**config.mk**
```make
export PLATFORM = sky130hd
export DESIGN_NAME = reset_latency_sequencer
export DESIGN_NICKNAME = d
export VERILOG_FILES = /design/src/verilog/rst_seq_pkg.sv /design/src/verilog/reset_latency_sequencer.sv
export SDC_FILE = /design/constraint.sdc
export NUM_CORES = 1
export LEC_CHECK = 0
export BUFFER_PORTS_ARGS = -buffer_cell sky130_fd_sc_hd__buf_4
export CORE_ASPECT_RATIO = 1.5
export CORE_MARGIN = 8
export CORE_UTILIZATION = 49
export CTS_CLUSTER_SIZE = 30
export DETAILED_ROUTE_END_ITERATION = 12
export PLACE_DENSITY_LB_ADDON = 0.3
export SETUP_SLACK_MARGIN = 0.05
export SLEW_MARGIN = 20
export SYNTH_ARGS = -nofsm -noshare
export SYNTH_HDL_FRONTEND = slang
export SYNTH_SLANG_ARGS = --single-unit
```
**constraint.sdc**
```tcl
create_clock -name clk -period 2.15 [get_ports clk]
set_input_delay 0.215 -clock clk [delete_from_list [all_inputs] [get_ports clk]]
set_output_delay 0.215 -clock clk [all_outputs]
set_load 0.05 [all_outputs]
```
**src/verilog/rst_seq_pkg.sv**
```systemverilog
// Constants for the reset latency sequencer
// How it works
// A system reset or stop-mode recovery holds the processor in reset for 66 oscillator cycles.
// With the crystal oscillator enabled by option bits the hold grows to 5000 cycles.
// Power-on and low-voltage resets start counting only once the supply is above threshold.
// If the external reset pin is still asserted at the end of the count, reset stays on.
// At reset start every general-purpose pin becomes an input with pull-up off, bar the shared pin.
// The shared reset pin becomes an open-drain reset, driven low during port reset.
// During reset the processor and peripherals idle while crystal and watchdog oscillators run; the code runs the crystal only while xtalEnOpt is set.
// Control registers with defined reset values are loaded; others stay undefined.
// After release the reset vector is fetched from program addresses 0002H and 0003H.
// After a system reset the internal oscillator is always the system clock.
// Stop-mode recovery resets the processor but reloads only watchdog and oscillator control.
// Software must reprogram the oscillator control to use any other clock source.
// The hold counter runs on the internal oscillator and releases reset synchronously.
package rst_seq_pkg;
  localparam int unsigned HOLD_SHORT_CYC = 66;
  localparam int unsigned HOLD_XTAL_CYC  = 5000;
  localparam int unsigned CNT_W          = 13;
  localparam logic [15:0] VEC_ADDR_HI    = 16'h0002;
  localparam logic [15:0] VEC_ADDR_LO    = 16'h0003;
  localparam logic [7:0]  OSCILLATOR_CONTROL_REG_RST    = 8'ha0;
  localparam logic [7:0]  WATCHDOG_CONTROL_REG_RST    = 8'h00;
  localparam logic [1:0]  CLKSEL_IPO     = 2'h0;
  typedef enum logic [2:0] {ST_WAIT_SUP, ST_HOLD, ST_PIN, ST_VEC_HI, ST_VEC_LO, ST_RUN}
    seq_state_e;
endpackage

```
**src/verilog/reset_latency_sequencer.sv**
```systemverilog
// Reset hold counter, pin state control and reset-vector fetch
`timescale 1ns/10ps
module reset_latency_sequencer
  import rst_seq_pkg::*;
#(
  parameter int unsigned HOLD_XTAL = HOLD_XTAL_CYC,
  parameter int unsigned GPIO_N    = 22
)
(
  // Clock and reset
  input  wire logic              clk,
  input  wire logic              sys_rst,
  // Reset sources
  input  wire logic              sysRstReq,
  input  wire logic              stopRecovery,
  input  wire logic              supplyOk,
  input  wire logic              xtalEnOpt,
  // Shared reset pin
  input  wire logic              sharedResetPinIn,
  output logic                   sharedResetPinOut,
  output logic                   sharedResetPinOe,
  // General pins
  output logic [GPIO_N-1:0]      gpioOutEn,
  output logic [GPIO_N-1:0]      gpioPullUpEn,
  // Program memory
  output logic [15:0]            progAddr,
  output logic                   progRd,
  input  wire logic [7:0]        progData,
  // Processor side
  output logic                   cpuRst,
  output logic                   periphRst,
  output logic                   ctrlRegLoad,
  output logic                   wdtOscCtlLoad,
  output logic [15:0]            pcLoadVal,
  output logic                   pcLoad,
  output logic [1:0]             sysClkSel,
  output logic [7:0]             oscillatorControlRegRst,
  output logic [7:0]             watchdogControlRegRst,
  output logic                   xtalOscRun,
  output logic                   wdtOscRun
);

  // ****************************************
  // Sequence state
  // ****************************************
  seq_state_e      state_ff;
  logic [CNT_W-1:0] cnt_ff;
  logic [CNT_W-1:0] holdEnd;
  logic [7:0]       vecHi_ff;
  logic             isStop_ff;

  assign holdEnd = xtalEnOpt ? CNT_W'(HOLD_XTAL - 1) : CNT_W'(HOLD_SHORT_CYC - 1);

  always_ff @(posedge clk or posedge sys_rst)
  begin
    if (sys_rst)
    begin
      state_ff <= ST_WAIT_SUP;
      cnt_ff   <= '0;
    end
    else if (!supplyOk)
    begin
      state_ff <= ST_WAIT_SUP;
      cnt_ff   <= '0;
    end
    else if (sysRstReq || stopRecovery)
    begin
      state_ff <= ST_HOLD;
      cnt_ff   <= '0;
    end
    else
    begin
      unique case (state_ff)
        ST_WAIT_SUP: state_ff <= ST_HOLD;
        ST_HOLD:
        begin
          if (cnt_ff >= holdEnd)
            state_ff <= ST_PIN;
          else
            cnt_ff <= cnt_ff + 1'b1;
        end
        ST_PIN:
        begin
          if (sharedResetPinIn)
            state_ff <= ST_VEC_HI;
        end
        ST_VEC_HI:   state_ff <= ST_VEC_LO;
        ST_VEC_LO:   state_ff <= ST_RUN;
        ST_RUN:      state_ff <= ST_RUN;
      endcase
    end
  end

  // ****************************************
  // Reset kind and register reload
  // ****************************************
  always_ff @(posedge clk or posedge sys_rst)
  begin
    if (sys_rst)
    begin
      isStop_ff     <= 1'b0;
      ctrlRegLoad   <= 1'b1;
      wdtOscCtlLoad <= 1'b1;
    end
    else
    begin
      if (!supplyOk || sysRstReq)
        isStop_ff <= 1'b0;
      else if (stopRecovery)
        isStop_ff <= 1'b1;
      ctrlRegLoad   <= (!supplyOk || sysRstReq) ||
                       (!isStop_ff && !stopRecovery && state_ff == ST_HOLD);
      wdtOscCtlLoad <= !supplyOk || sysRstReq || stopRecovery || state_ff == ST_HOLD;
    end
  end

  // ****************************************
  // Pins, clocks and holds
  // ****************************************
  always_ff @(posedge clk or posedge sys_rst)
  begin
    if (sys_rst)
    begin
      cpuRst            <= 1'b1;
      periphRst         <= 1'b1;
      gpioOutEn         <= '0;
      gpioPullUpEn      <= '0;
      sharedResetPinOut <= 1'b0;
      sharedResetPinOe  <= 1'b1;
      sysClkSel         <= CLKSEL_IPO;
      xtalOscRun        <= 1'b0;
      wdtOscRun         <= 1'b1;
      oscillatorControlRegRst <= OSCILLATOR_CONTROL_REG_RST;
      watchdogControlRegRst   <= WATCHDOG_CONTROL_REG_RST;
    end
    else
    begin
      cpuRst            <= state_ff != ST_RUN;
      periphRst         <= state_ff != ST_RUN;
      gpioOutEn         <= '0;
      gpioPullUpEn      <= '0;
      sharedResetPinOut <= 1'b0;
      sharedResetPinOe  <= state_ff == ST_WAIT_SUP || state_ff == ST_HOLD;
      sysClkSel         <= CLKSEL_IPO;
      xtalOscRun        <= xtalEnOpt;
      wdtOscRun         <= 1'b1;
      oscillatorControlRegRst <= OSCILLATOR_CONTROL_REG_RST;
      watchdogControlRegRst   <= WATCHDOG_CONTROL_REG_RST;
    end
  end

  // ****************************************
  // Reset vector fetch
  // ****************************************
  always_ff @(posedge clk or posedge sys_rst)
  begin
    if (sys_rst)
    begin
      progAddr  <= VEC_ADDR_HI;
      progRd    <= 1'b0;
      vecHi_ff  <= 8'h00;
      pcLoadVal <= 16'h0000;
      pcLoad    <= 1'b0;
    end
    else
    begin
      pcLoad <= 1'b0;
      progRd <= 1'b0;
      if (state_ff == ST_PIN && sharedResetPinIn)
      begin
        progAddr <= VEC_ADDR_HI;
        progRd   <= 1'b1;
      end
      else if (state_ff == ST_VEC_HI)
      begin
        vecHi_ff <= progData;
        progAddr <= VEC_ADDR_LO;
        progRd   <= 1'b1;
      end
      else if (state_ff == ST_VEC_LO)
      begin
        pcLoadVal <= {vecHi_ff, progData};
        pcLoad    <= 1'b1;
      end
    end
  end

endmodule // reset_latency_sequencer

```
==> results of run 1 <==
## worst max-delay path, stage by stage (launching register included)
cell	delay, ns
dfrtp_1	0.41
ha_2	0.17
or3_4	0.36
a211oi_4	0.34
o221ai_2	0.25
a2111o_1	0.42
o21ai_0	0.08
## placed cells by master (no fill, tap or decap), drive strengths merged, types with 3 or more instances in the layout
cell type	Yosys	routed
dfrtp	45	45
a21oi	12	12
inv	6	7
or2	4	4
a211oi	3	3
conb	2	79
nand4	6	6
nor2	11	11
or3	5	5
and3	4	4
clkbuf	6	5
dfstp	4	4
buf	83	52
nand3	5	5
mux2	24	24
nand2	17	17
a2111o	5	5
ha	8	8
nand2b	3	3
mux2i	5	5
o21ai	9	9
## worst min-delay path by stage
stage	startpoint	depth (start not counted)	slack (ns)	endpoint
after floorplan	xtalEnOpt	0	0.25	xtalOscRun$_DFF_PP0_
after global placement	xtalEnOpt	1	0.34	xtalOscRun$_DFF_PP0_
after detailed placement	xtalEnOpt	1	0.35	xtalOscRun$_DFF_PP0_
after CTS	xtalEnOpt	1	0.03	xtalOscRun$_DFF_PP0_
after global routing	xtalEnOpt	1	0.02	xtalOscRun$_DFF_PP0_
final	xtalEnOpt	1	0.03	xtalOscRun$_DFF_PP0_
## where the power goes
part	total [mW]	switching [mW]	internal, mW
Combinational	0.724	0.555	0.169
Sequential	1.08	0.0531	1.03
Clock	0.537	0.306	0.231
Total	2.34	0.914	1.43
## area by class of cell
cell class,count,area [µm²]
well taps,72,90.1
clock buffers,5,68.8
clock inverters,3,21.3
repair buffers,52,390
fillers,521,2600
flip-flops and latches,49,1230
inverters,6,22.5
multi-input cells,219,1400
## logic make-up (layout without fill, tap and decap cells)
kind of cell	after synthesis	count (layout)	synth area share, %
mux	29	29	10.8
other cells	2	79	0.254
buf+inv	95	66	22.7
simple gates	62	62	11.3
flops	49	49	41.7
xor+xnor	1	1	0.297
fa+ha+maj	8	8	3.39
compound gates	39	40	9.57
## what timing repair did
item	in CTS	in global routing
resized for setup	1	10
cloned	0	1
setup buffers	0	0
pin swaps	0	6
setup endpoints to repair	3	14
## metal layers
| layer | track usage (%) | vias to the layer above |
|---|---|---|
| met5 | 0 | - |
| met4 | 4.35 | 0 |
| met3 | 4.14 | 10 |
| met2 | 23.2 | 81 |
| met1 | 13.5 | 945 |
| li1 | - | 928 |
## through the flow
step	setup slack, ns	instance area [µm²]	power [mW]	TNS [ns]
final	0.0610	3220	2.34	0
after global routing	-0.0485	3220	2.46	-0.149
after CTS	0.0663	3180	2.36	0
after detailed placement	-0.0514	3080	1.82	-0.0734
after global placement	0.0670	3080	1.80	0
after floorplan	0.186	3240	1.79	0
## sequential cells by signal, summed over array words and instances, names as in the netlist
name / count
pcLoad: 1
periphRst: 1
xtalOscRun: 1
isStop_ff: 1
cnt_ff: 13
wdtOscCtlLoad: 1
ctrlRegLoad: 1
progAddr: 1
pcLoadVal: 16
sharedResetPinOe: 1
vecHi_ff: 8
state_ff: 3
progRd: 1
==> reports/qor.yml, run 1 <==
worstReg2RegStart: "cnt_ff[2]$_DFFE_PP0P_"
wl_met2_um: 3100
num_vias: 1964
wl_per_cell_um: 14.5
grt.total_usage_pct: 12.9
finalCritPeriodShare_pct: 97.2
synth_edf_count: 0
synth.area.top_cells: "dfrtp_1 38%, buf_4 21%, mux2_2 9.1%"
synth-main-ff-cell: "dfrtp_1"
netlist_area_um2: 2950
synth_top_area_share_pct: 38.1
first_pass_iters: 4
power.density_nw_per_um2: 726
finalSetupViolCount: 0
async_flop_share_pct: 100
die_w_um: 79.4
timing.fmax_mhz: 479
dp_hpwl_um: 4550
numCtsBuffers: 5
met3_length_um: 526
drive_gt1_share_pct: 31.4
critPathKind: "flip-flop to flip-flop"
finalHoldViolCount: 0
overflow: 0
dieHeight_um: 111
cts.sinks: 49
cellLeakagePower_nw: 1.61
io_buffers: 39
synth_cell_types: 40
netlist_instances: 285
fin_skew_ns: 0.00423
finalNonFillerCells: 406
synth_common_cells: "81 x buf_4, 45 x dfrtp_1, 24 x mux2_2"
dieArea_um2: 8820
hp-class: "input pin to flip-flop"
worstSetupStartpointType: "flip-flop"
syn_area_per_cell_um2: 10.4
finalMaxSlewViolations: 0
top_layer: "met4"
pin_count: 119
path_max_fanout: 7
synth_seq_cells: 49
min_period_ns: 2.09
cap_violations: 0
cp-end-kind: "flip-flop"
dp_cells: 397
synth_top_cell_by_area: "dfrtp_1"
fin_hold_ws_ns: 0.0314
start_util_pct: 50.7
routed_wl_um: 5900
ys_warn_count: 0
seq_area_frac_synth_pct: 41.7
clockBufferDepth: 2
endpoint: "cnt_ff[4]$_DFFE_PP0P_"
num_antenna_cells: 0
r2r-end: "cnt_ff[4]$_DFFE_PP0P_"
syn2layout_area_growth_pct: 9.15
yosysMostFrequentCell: "buf_4"
crit_start: "cnt_ff[2]$_DFFE_PP0P_"
grt_pass1_wl_um: 9460
hold_buffers: 0
worstPathRequired_ns: 2.37
cts_tree: "built"
antenna_found_initial: 0
grt_max_degree: 50
met1_length_um: 2170
grt_pass1_vias: 1993
drt.antenna.violating_nets: 0
cts.htree.levels: 2
gp_congestion: 0.844
cts_root_buf: "clkbuf_8"
core_area_um2: 5830
ir_drop_uv: 358
fin_nets: 356
rsz0062_at_grt: "true"
slew_headroom_pct: 60.5
drc_errors: 0
r2r_cells: 6
arrival_ns: 2.31
utilization_pct: 55.3
clk-insertion-delay-late_ns: 0.30
clk_pin_slew_ns: 0.09
regToRegSetupSlack_ns: 0.06
vias_per_cell: 4.84
tightest_slew_ns: 0.592
drt_first_iter_violations: 68
rows: 34
status: "complete, no violations"
(Power assumes the default switching activity.)
==> inputs of run 2 (changes only) <==
Settings changed: CELL_PAD_IN_SITES_DETAIL_PLACEMENT set to 0, CELL_PAD_IN_SITES_GLOBAL_PLACEMENT set to 1, CORE_UTILIZATION 49 to 36.
==> run 2 against run 1 <==
Net effect: die area increased by 29%; global-route usage fell by 2.3 points; utilization is 13 points lower; design area rose by 4.5%; clock-buffer cell count stayed put; flip-flop and latch count unchanged; fmax rose by 1.2%; critical path depth is the same; critical path type unchanged; largest power group unchanged.
==> reports/qor.yml, run 2 (synthesis results as in run 1) <==
cp-end-kind: "flip-flop"  # unchanged
clk_pin_slew_ns: 0.07  # was 0.09 ns
numCtsBuffers: 5  # unchanged
cellLeakagePower_nw: 1.67  # was 1.61 nW
rows: 40  # was 34
dieHeight_um: 127  # was 111 µm
num_vias: 1999  # was 1,964
dp_hpwl_um: 4900  # was 4550 µm
syn2layout_area_growth_pct: 14.1  # was 9.15%
overflow: 0  # unchanged
finalSetupViolCount: 0  # unchanged
critPathKind: "flip-flop to flip-flop"  # unchanged
min_from: "xtalEnOpt"  # unchanged
timing.fmax_mhz: 484  # was 479 MHz
gp_congestion: 0.804  # was 0.844
finalCritPeriodShare_pct: 96.0  # was 97.2%
cap_violations: 0  # unchanged
num_antenna_cells: 0  # unchanged
drc_errors: 0  # unchanged
grt.total_usage_pct: 10.6  # was 12.9%
clk-insertion-delay-late_ns: 0.28  # was 0.30 ns
finalHoldViolCount: 0  # unchanged
cp_cell_sequence: "ha_2 > or3_4 > a211oi_4 > o221ai_4 > a2111o_1 > o21ai_2"  # was ha_2 > or3_4 > a211oi_4 > o221ai_2 > a2111o_1 > o21ai_0
finalWorstSetupSlack_ns: 0.0851  # was 0.0610 ns
slew_headroom_pct: 40.6  # was 60.5%
min_period_ns: 2.06  # was 2.09 ns
antenna_found_initial: 0  # unchanged
cts.sinks: 49  # unchanged
cts_tree: "built"  # unchanged
reg_top3: "pcLoadVal (16), cnt_ff (13), vecHi_ff (8)"  # unchanged
arrival_ns: 2.28  # was 2.31 ns
crit_path_top_delay_cell: "a2111o_1"  # unchanged
place_ws_ns: 0.0122  # was -0.0514 ns
slowest_delay_ns: 0.47  # was 0.42 ns
core_area_um2: 8010  # was 5830 µm²
io_buffers: 39  # unchanged
die_w_um: 90.0  # was 79.4 µm
status: "complete, no violations"  # unchanged
crit_start: "cnt_ff[2]$_DFFE_PP0P_"  # unchanged
final_cell_mix: "79 x conb_1, 58 x buf_4, 45 x dfrtp_1"  # was 79 x conb_1, 52 x buf_4, 45 x dfrtp_1
grt_pass1_wl_um: 10200  # was 9460 µm
worstPathRequired_ns: 2.36  # was 2.37 ns
pin_count: 119  # unchanged
path_max_fanout: 7  # unchanged
worstSetupStartpointType: "flip-flop"  # unchanged
cts_root_buf: "clkbuf_16"  # was clkbuf_8
grt_pass1_vias: 2143  # was 1,993
fin_skew_ns: 0.00559  # was 0.00423 ns
tightest_slew_ns: 0.890  # was 0.592 ns
ir_drop_uv: 347  # was 358 µV
drt.antenna.violating_nets: 0  # unchanged
first_pass_iters: 4  # unchanged
vias_per_cell: 4.49  # was 4.84
grt_max_degree: 43  # was 50
clockBufferDepth: 2  # unchanged
start_util_pct: 36.9  # was 50.7%
cts.htree.levels: 2  # unchanged
path_buf_inv: 0  # unchanged
wl_per_cell_um: 14.4  # was 14.5 µm
regMostFlops: "pcLoadVal"  # unchanged
routed_wl_um: 6410  # was 5900 µm
worstReg2RegStart: "cnt_ff[2]$_DFFE_PP0P_"  # unchanged
tns_ns: 0  # unchanged
power.density_nw_per_um2: 769  # was 726 nW/µm²
largest_register_ffs: 16  # unchanged
finalMaxSlewViolations: 0  # unchanged
dieArea_um2: 11400  # was 8820 µm²
rsz0062_at_grt: "true"  # unchanged
crit_family: "compound AO/OA/AOI/OAI gates"  # unchanged
fin_nets: 362  # was 356
hp-class: "input pin to flip-flop"  # unchanged
final_common_cell: "conb_1"  # unchanged
drive_gt1_share_pct: 32.9  # was 31.4%
drt_first_iter_violations: 80  # was 68
[run 2: cell types whose count changed in the layout (fill, tap and decap cells not counted), moves of 2 or more]
cell       delta
buf_4         +6
clkbuf_16     +5
clkbuf_8      -5
o21ai_0       +2
o21ai_1       -3
[run 2: worst paths after layout]
kind	to	slack, ns	depth (start not counted)
min	xtalOscRun$_DFF_PP0_	0.05	1
max in group asynchronous	pcLoad$_DFF_PP0_	1.39	3
max	cnt_ff[5]$_DFFE_PP0P_	0.09	6
min reg2reg	sharedResetPinOe$_DFF_PP1_	0.49	1
min in group asynchronous	pcLoadVal[10]$_DFFE_PP0P_	0.13	2
max reg2reg	cnt_ff[5]$_DFFE_PP0P_	0.09	6
[run 2: area by class of cell]
class                           count  area [µm²]
Clock inverter                      3        21.3
Timing Repair Buffer               58         435
Clock buffer                        5         125
Sequential cell                    49        1230
Tap cell                          105         131
Fill cell                         815        4640
Inverter                            6        22.5
Multi-Input combinational cell    219        1400
[run 2: what timing repair did]
item | 4_1_cts | 5_1_grt
buffers inserted | 0 | 0
endpoints found under the setup margin | 1 | 9
gates resized for setup | 1 | 9
gates cloned | 0 | 1
hold buffers | 0 | 0
pin swaps | 0 | 3
[run 2: routing by layer]
layer	up-vias	share of wire, %	global-route usage [%]
li1	939	-	-
met1	962	42	12.1
met2	92	51	18.4
met3	6	6.7	3.54
met4	0	1.0	2.85
met5	-	0	0
[run 2: power breakdown]
group | total (mW) | internal [mW] | switching (mW)
registers | 1.08 | 1.03 | 0.0536
clock network | 0.779 | 0.433 | 0.346
logic | 0.731 | 0.174 | 0.557
total | 2.59 | 1.64 | 0.956
[run 2: metrics by stage]
| stage | utilization, % | power, mW | hold WS [ns] | instance area, µm² | cells |
|---|---|---|---|---|---|
| global route | 42.1 | 2.71 | 0.0502 | 3370 | 445 |
| detailed placement | 39.5 | 1.83 | 0.349 | 3160 | 436 |
| global placement | 39.5 | 1.81 | 0.346 | 3160 | 436 |
| floorplan | - | 1.79 | 0.246 | 3240 | 362 |
| CTS | 41.5 | 2.62 | 0.0517 | 3320 | 444 |
| finish | 42.1 | 2.59 | 0.0530 | 3370 | 445 |
==> inputs of run 3 (changes only) <==
Settings changed: ABC_AREA set to 1, CORE_UTILIZATION 36 to 35.
==> run 3 against run 2 <==
Net effect: utilization down 3.1 points; hold slack worse by 0.0015 ns; critical path depth up 2; design area up 0.22%; fmax up 15%; die area up 5.5%; routed wire length up 5.9%; critical path type unchanged; synthesized cell count up 35%.
==> reports/qor.yml, run 3 <==
fin_skew_ns: 0.00499  # was 0.00559 ns
drive_gt1_share_pct: 16.4  # was 32.9%
synth.area.top_cells: "dfrtp_1 37%, buf_4 20%, nand2_1 12%"  # was dfrtp_1 38%, buf_4 21%, mux2_2 9.1%
ys_warn_count: 0  # unchanged
drt.antenna.violating_nets: 0  # unchanged
cellLeakagePower_nw: 1.87  # was 1.67 nW
tightest_slew_ns: 0.524  # was 0.890 ns
vias_per_cell: 4.23  # was 4.49
arrival_ns: 1.98  # was 2.28 ns
synth-simple-area-share_pct: 25.1  # was 11.3%
worstPathRequired_ns: 2.33  # was 2.36 ns
synth_seq_cells: 49  # unchanged
routed_wl_um: 6790  # was 6410 µm
synth_edf_count: 0  # unchanged
slew_headroom_pct: 65.0  # was 40.6%
cts_root_buf: "clkbuf_16"  # unchanged
path_max_fanout: 17  # was 7
io_buffers: 39  # unchanged
power.density_nw_per_um2: 793  # was 769 nW/µm²
finalMaxSlewViolations: 0  # unchanged
antenna_found_initial: 0  # unchanged
timing.fmax_mhz: 556  # was 484 MHz
finalHoldViolCount: 0  # unchanged
cts_tree: "built"  # unchanged
clk_pin_slew_ns: 0.07  # about the same
num_vias: 2267  # was 1,999
status: "complete, no violations"  # unchanged
synth_top_area_share_pct: 36.8  # was 38.1%
rows: 42  # was 40
synth_top_cell_by_area: "dfrtp_1"  # unchanged
final_cell_mix: "96 x nand2_1, 79 x conb_1, 45 x dfrtp_1"  # was 79 x conb_1, 58 x buf_4, 45 x dfrtp_1
place_ws_ns: 0.296  # was 0.0122 ns
synth_cell_types: 30  # was 40
synth_compound_area_share_pct: 5.07  # was 9.57%
grt.total_usage_pct: 11.2  # was 10.6%
seq_area_um2: 1230  # unchanged
tns_ns: 0  # unchanged
core_area_um2: 8670  # was 8010 µm²
fillers: 942  # was 815
gp_congestion: 0.802  # was 0.804
clockBufferDepth: 2  # unchanged
grt_pass1_wl_um: 10700  # was 10,200 µm
wl_per_cell_um: 12.7  # was 14.4 µm
grt_max_degree: 29  # was 43
drc_errors: 0  # unchanged
worstSetupStartpointType: "flip-flop"  # unchanged
post-cts-setup-buffer-count: 0  # unchanged
hp-class: "input pin to flip-flop"  # unchanged
synth-main-ff-cell: "dfrtp_1"  # unchanged
dieArea_um2: 12000  # was 11,400 µm²
cts.htree.levels: 2  # unchanged
dp_hpwl_um: 5530  # was 4900 µm
clk-insertion-delay-late_ns: 0.29  # was 0.28 ns
overflow: 0  # unchanged
grt_pass1_vias: 2202  # was 2,143
die_w_um: 92.3  # was 90.0 µm
utilization_pct: 39.0  # was 42.1%
syn_area_per_cell_um2: 7.96  # was 10.4 µm²
cts.sinks: 49  # unchanged
drt_first_iter_violations: 67  # was 80
num_antenna_cells: 0  # unchanged
final_common_cell: "nand2_1"  # was conb_1
cap_violations: 0  # unchanged
min_period_ns: 1.80  # was 2.06 ns
netlist_instances: 384  # was 285
synth_top_family_by_area: "buffers and inverters"  # unchanged
async_flop_share_pct: 100  # unchanged
ir_drop_uv: 374  # was 347 µV
synth_common_cells: "96 x nand2_1, 80 x buf_4, 45 x dfrtp_1"  # was 81 x buf_4, 45 x dfrtp_1, 24 x mux2_2
first_pass_iters: 4  # unchanged
synth_fa_ha_area_share_pct: 3.27  # was 3.39%
critPathKind: "flip-flop to flip-flop"  # unchanged
synth_mux_area_share_pct: 0  # was 10.8%
reg_top3: "pcLoadVal (16), cnt_ff (13), vecHi_ff (8)"  # unchanged
largest_register_ffs: 16  # unchanged
fin_nets: 448  # was 362
power.total_mw: 2.68  # was 2.59 mW
dieHeight_um: 130  # was 127 µm
finalWorstSetupSlack_ns: 0.352  # was 0.0851 ns
finalCritPeriodShare_pct: 83.6  # was 96.0%
fin_hold_ws_ns: 0.0514  # was 0.0530 ns
multiInputGateArea_um2: 1330  # was 1400 µm²
synth-xor-area-share_pct: 0.286  # was 0.296%
rsz0062_at_grt: "false"  # was true
numCtsBuffers: 5  # unchanged
netlist_area_um2: 3060  # was 2950 µm²
cp-end-kind: "flip-flop"  # unchanged
regMostFlops: "pcLoadVal"  # unchanged
start_util_pct: 35.3  # was 36.9%
syn2layout_area_growth_pct: 10.5  # was 14.1%
finalSetupViolCount: 0  # unchanged
yosysMostFrequentCell: "nand2_1"  # was buf_4
seq_area_frac_synth_pct: 40.3  # was 41.7%
pin_count: 119  # unchanged
-- run 3: cell count changes in the layout (fill, tap and decap cells not counted), moves of 7 or more --
| cell | change |
|---|---|
| nand3_1 | +20 |
| o21ai_0 | +15 |
| nand2_1 | +79 |
| mux2_2 | -24 |
| buf_4 | -17 |
| nor2_1 | +14 |
| a21oi_1 | -7 |
| inv_1 | +29 |
-- run 3: layer usage --
layer  up-vias  track usage, %  share of wire, %
met1      1079            10.9                36
met4         0            3.71               1.5
met2        55            21.5                57
li1       1125               -                 -
met5         -               0                 0
met3         8            3.60               5.5
-- run 3: path summary, 6_finish.rpt --
kind                                           startpoint                   endpoint  slack (ns)  cells after the start
worst max-delay path               cnt_ff[12]$_DFFE_PP0P_      cnt_ff[6]$_DFFE_PP0P_        0.35                      8
worst min-delay path                            xtalEnOpt       xtalOscRun$_DFF_PP0_        0.05                      1
worst max register to register     cnt_ff[12]$_DFFE_PP0P_      cnt_ff[6]$_DFFE_PP0P_        0.35                      8
worst min register to register  pcLoadVal[11]$_DFFE_PP0P_  pcLoadVal[11]$_DFFE_PP0P_        0.47                      2
max in group asynchronous                         sys_rst   pcLoadVal[9]$_DFFE_PP0P_        1.09                      4
min in group asynchronous                         sys_rst       xtalOscRun$_DFF_PP0_        0.53                      3
-- run 3: layout make-up --
type / instances / share of cell area, %
clock buffers: 5 / 3.70
inverters: 40 / 4.44
well taps: 110 / 4.07
repair buffers: 43 / 10.0
multi-input cells: 286 / 39.3
clock inverters: 3 / 2.04
flip-flops and latches: 49 / 36.4
-- run 3: what timing repair did --
item	CTS	global route
setup endpoints to repair	0	0
hold buffers	1	0
endpoints found under the hold margin	17	0
resized for setup	0	0
-- run 3: logic make-up after synthesis --
| group | Yosys count |
|---|---|
| XOR/XNOR | 1 |
| other | 2 |
| AO/OA/AOI/OAI | 30 |
| flip-flops | 49 |
| buffers and inverters | 126 |
| AND/OR/NAND/NOR | 168 |
| adder cells (fa/ha/maj) | 8 |
-- run 3: stage by stage --
step	instance area, µm²	std cells
finish	3380	536
global route	3380	536
CTS	3380	536
detailed placement	3170	527
global placement	3170	527
floorplan	3350	461
-- run 3: worst max-delay path, stage by stage, from the launching register on --
cell and delay (ns):
dfrtp_1 0.44, ha_1 0.33, a21o_1 0.19, nor2_2 0.12, nand4_4 0.16, nand2_4 0.21
inv_2 0.10, nand2_1 0.07, nand2_1 0.05
-- run 3: power by group --
| part | switching [mW] | leakage [nW] | internal [mW] | total, mW |
|---|---|---|---|---|
| clock network | 0.350 | 0.0944 | 0.671 | 1.02 |
| logic | 0.519 | 1.17 | 0.102 | 0.620 |
| registers | 0.0412 | 0.601 | 0.999 | 1.04 |
| total | 0.910 | 1.87 | 1.77 | 2.68 |
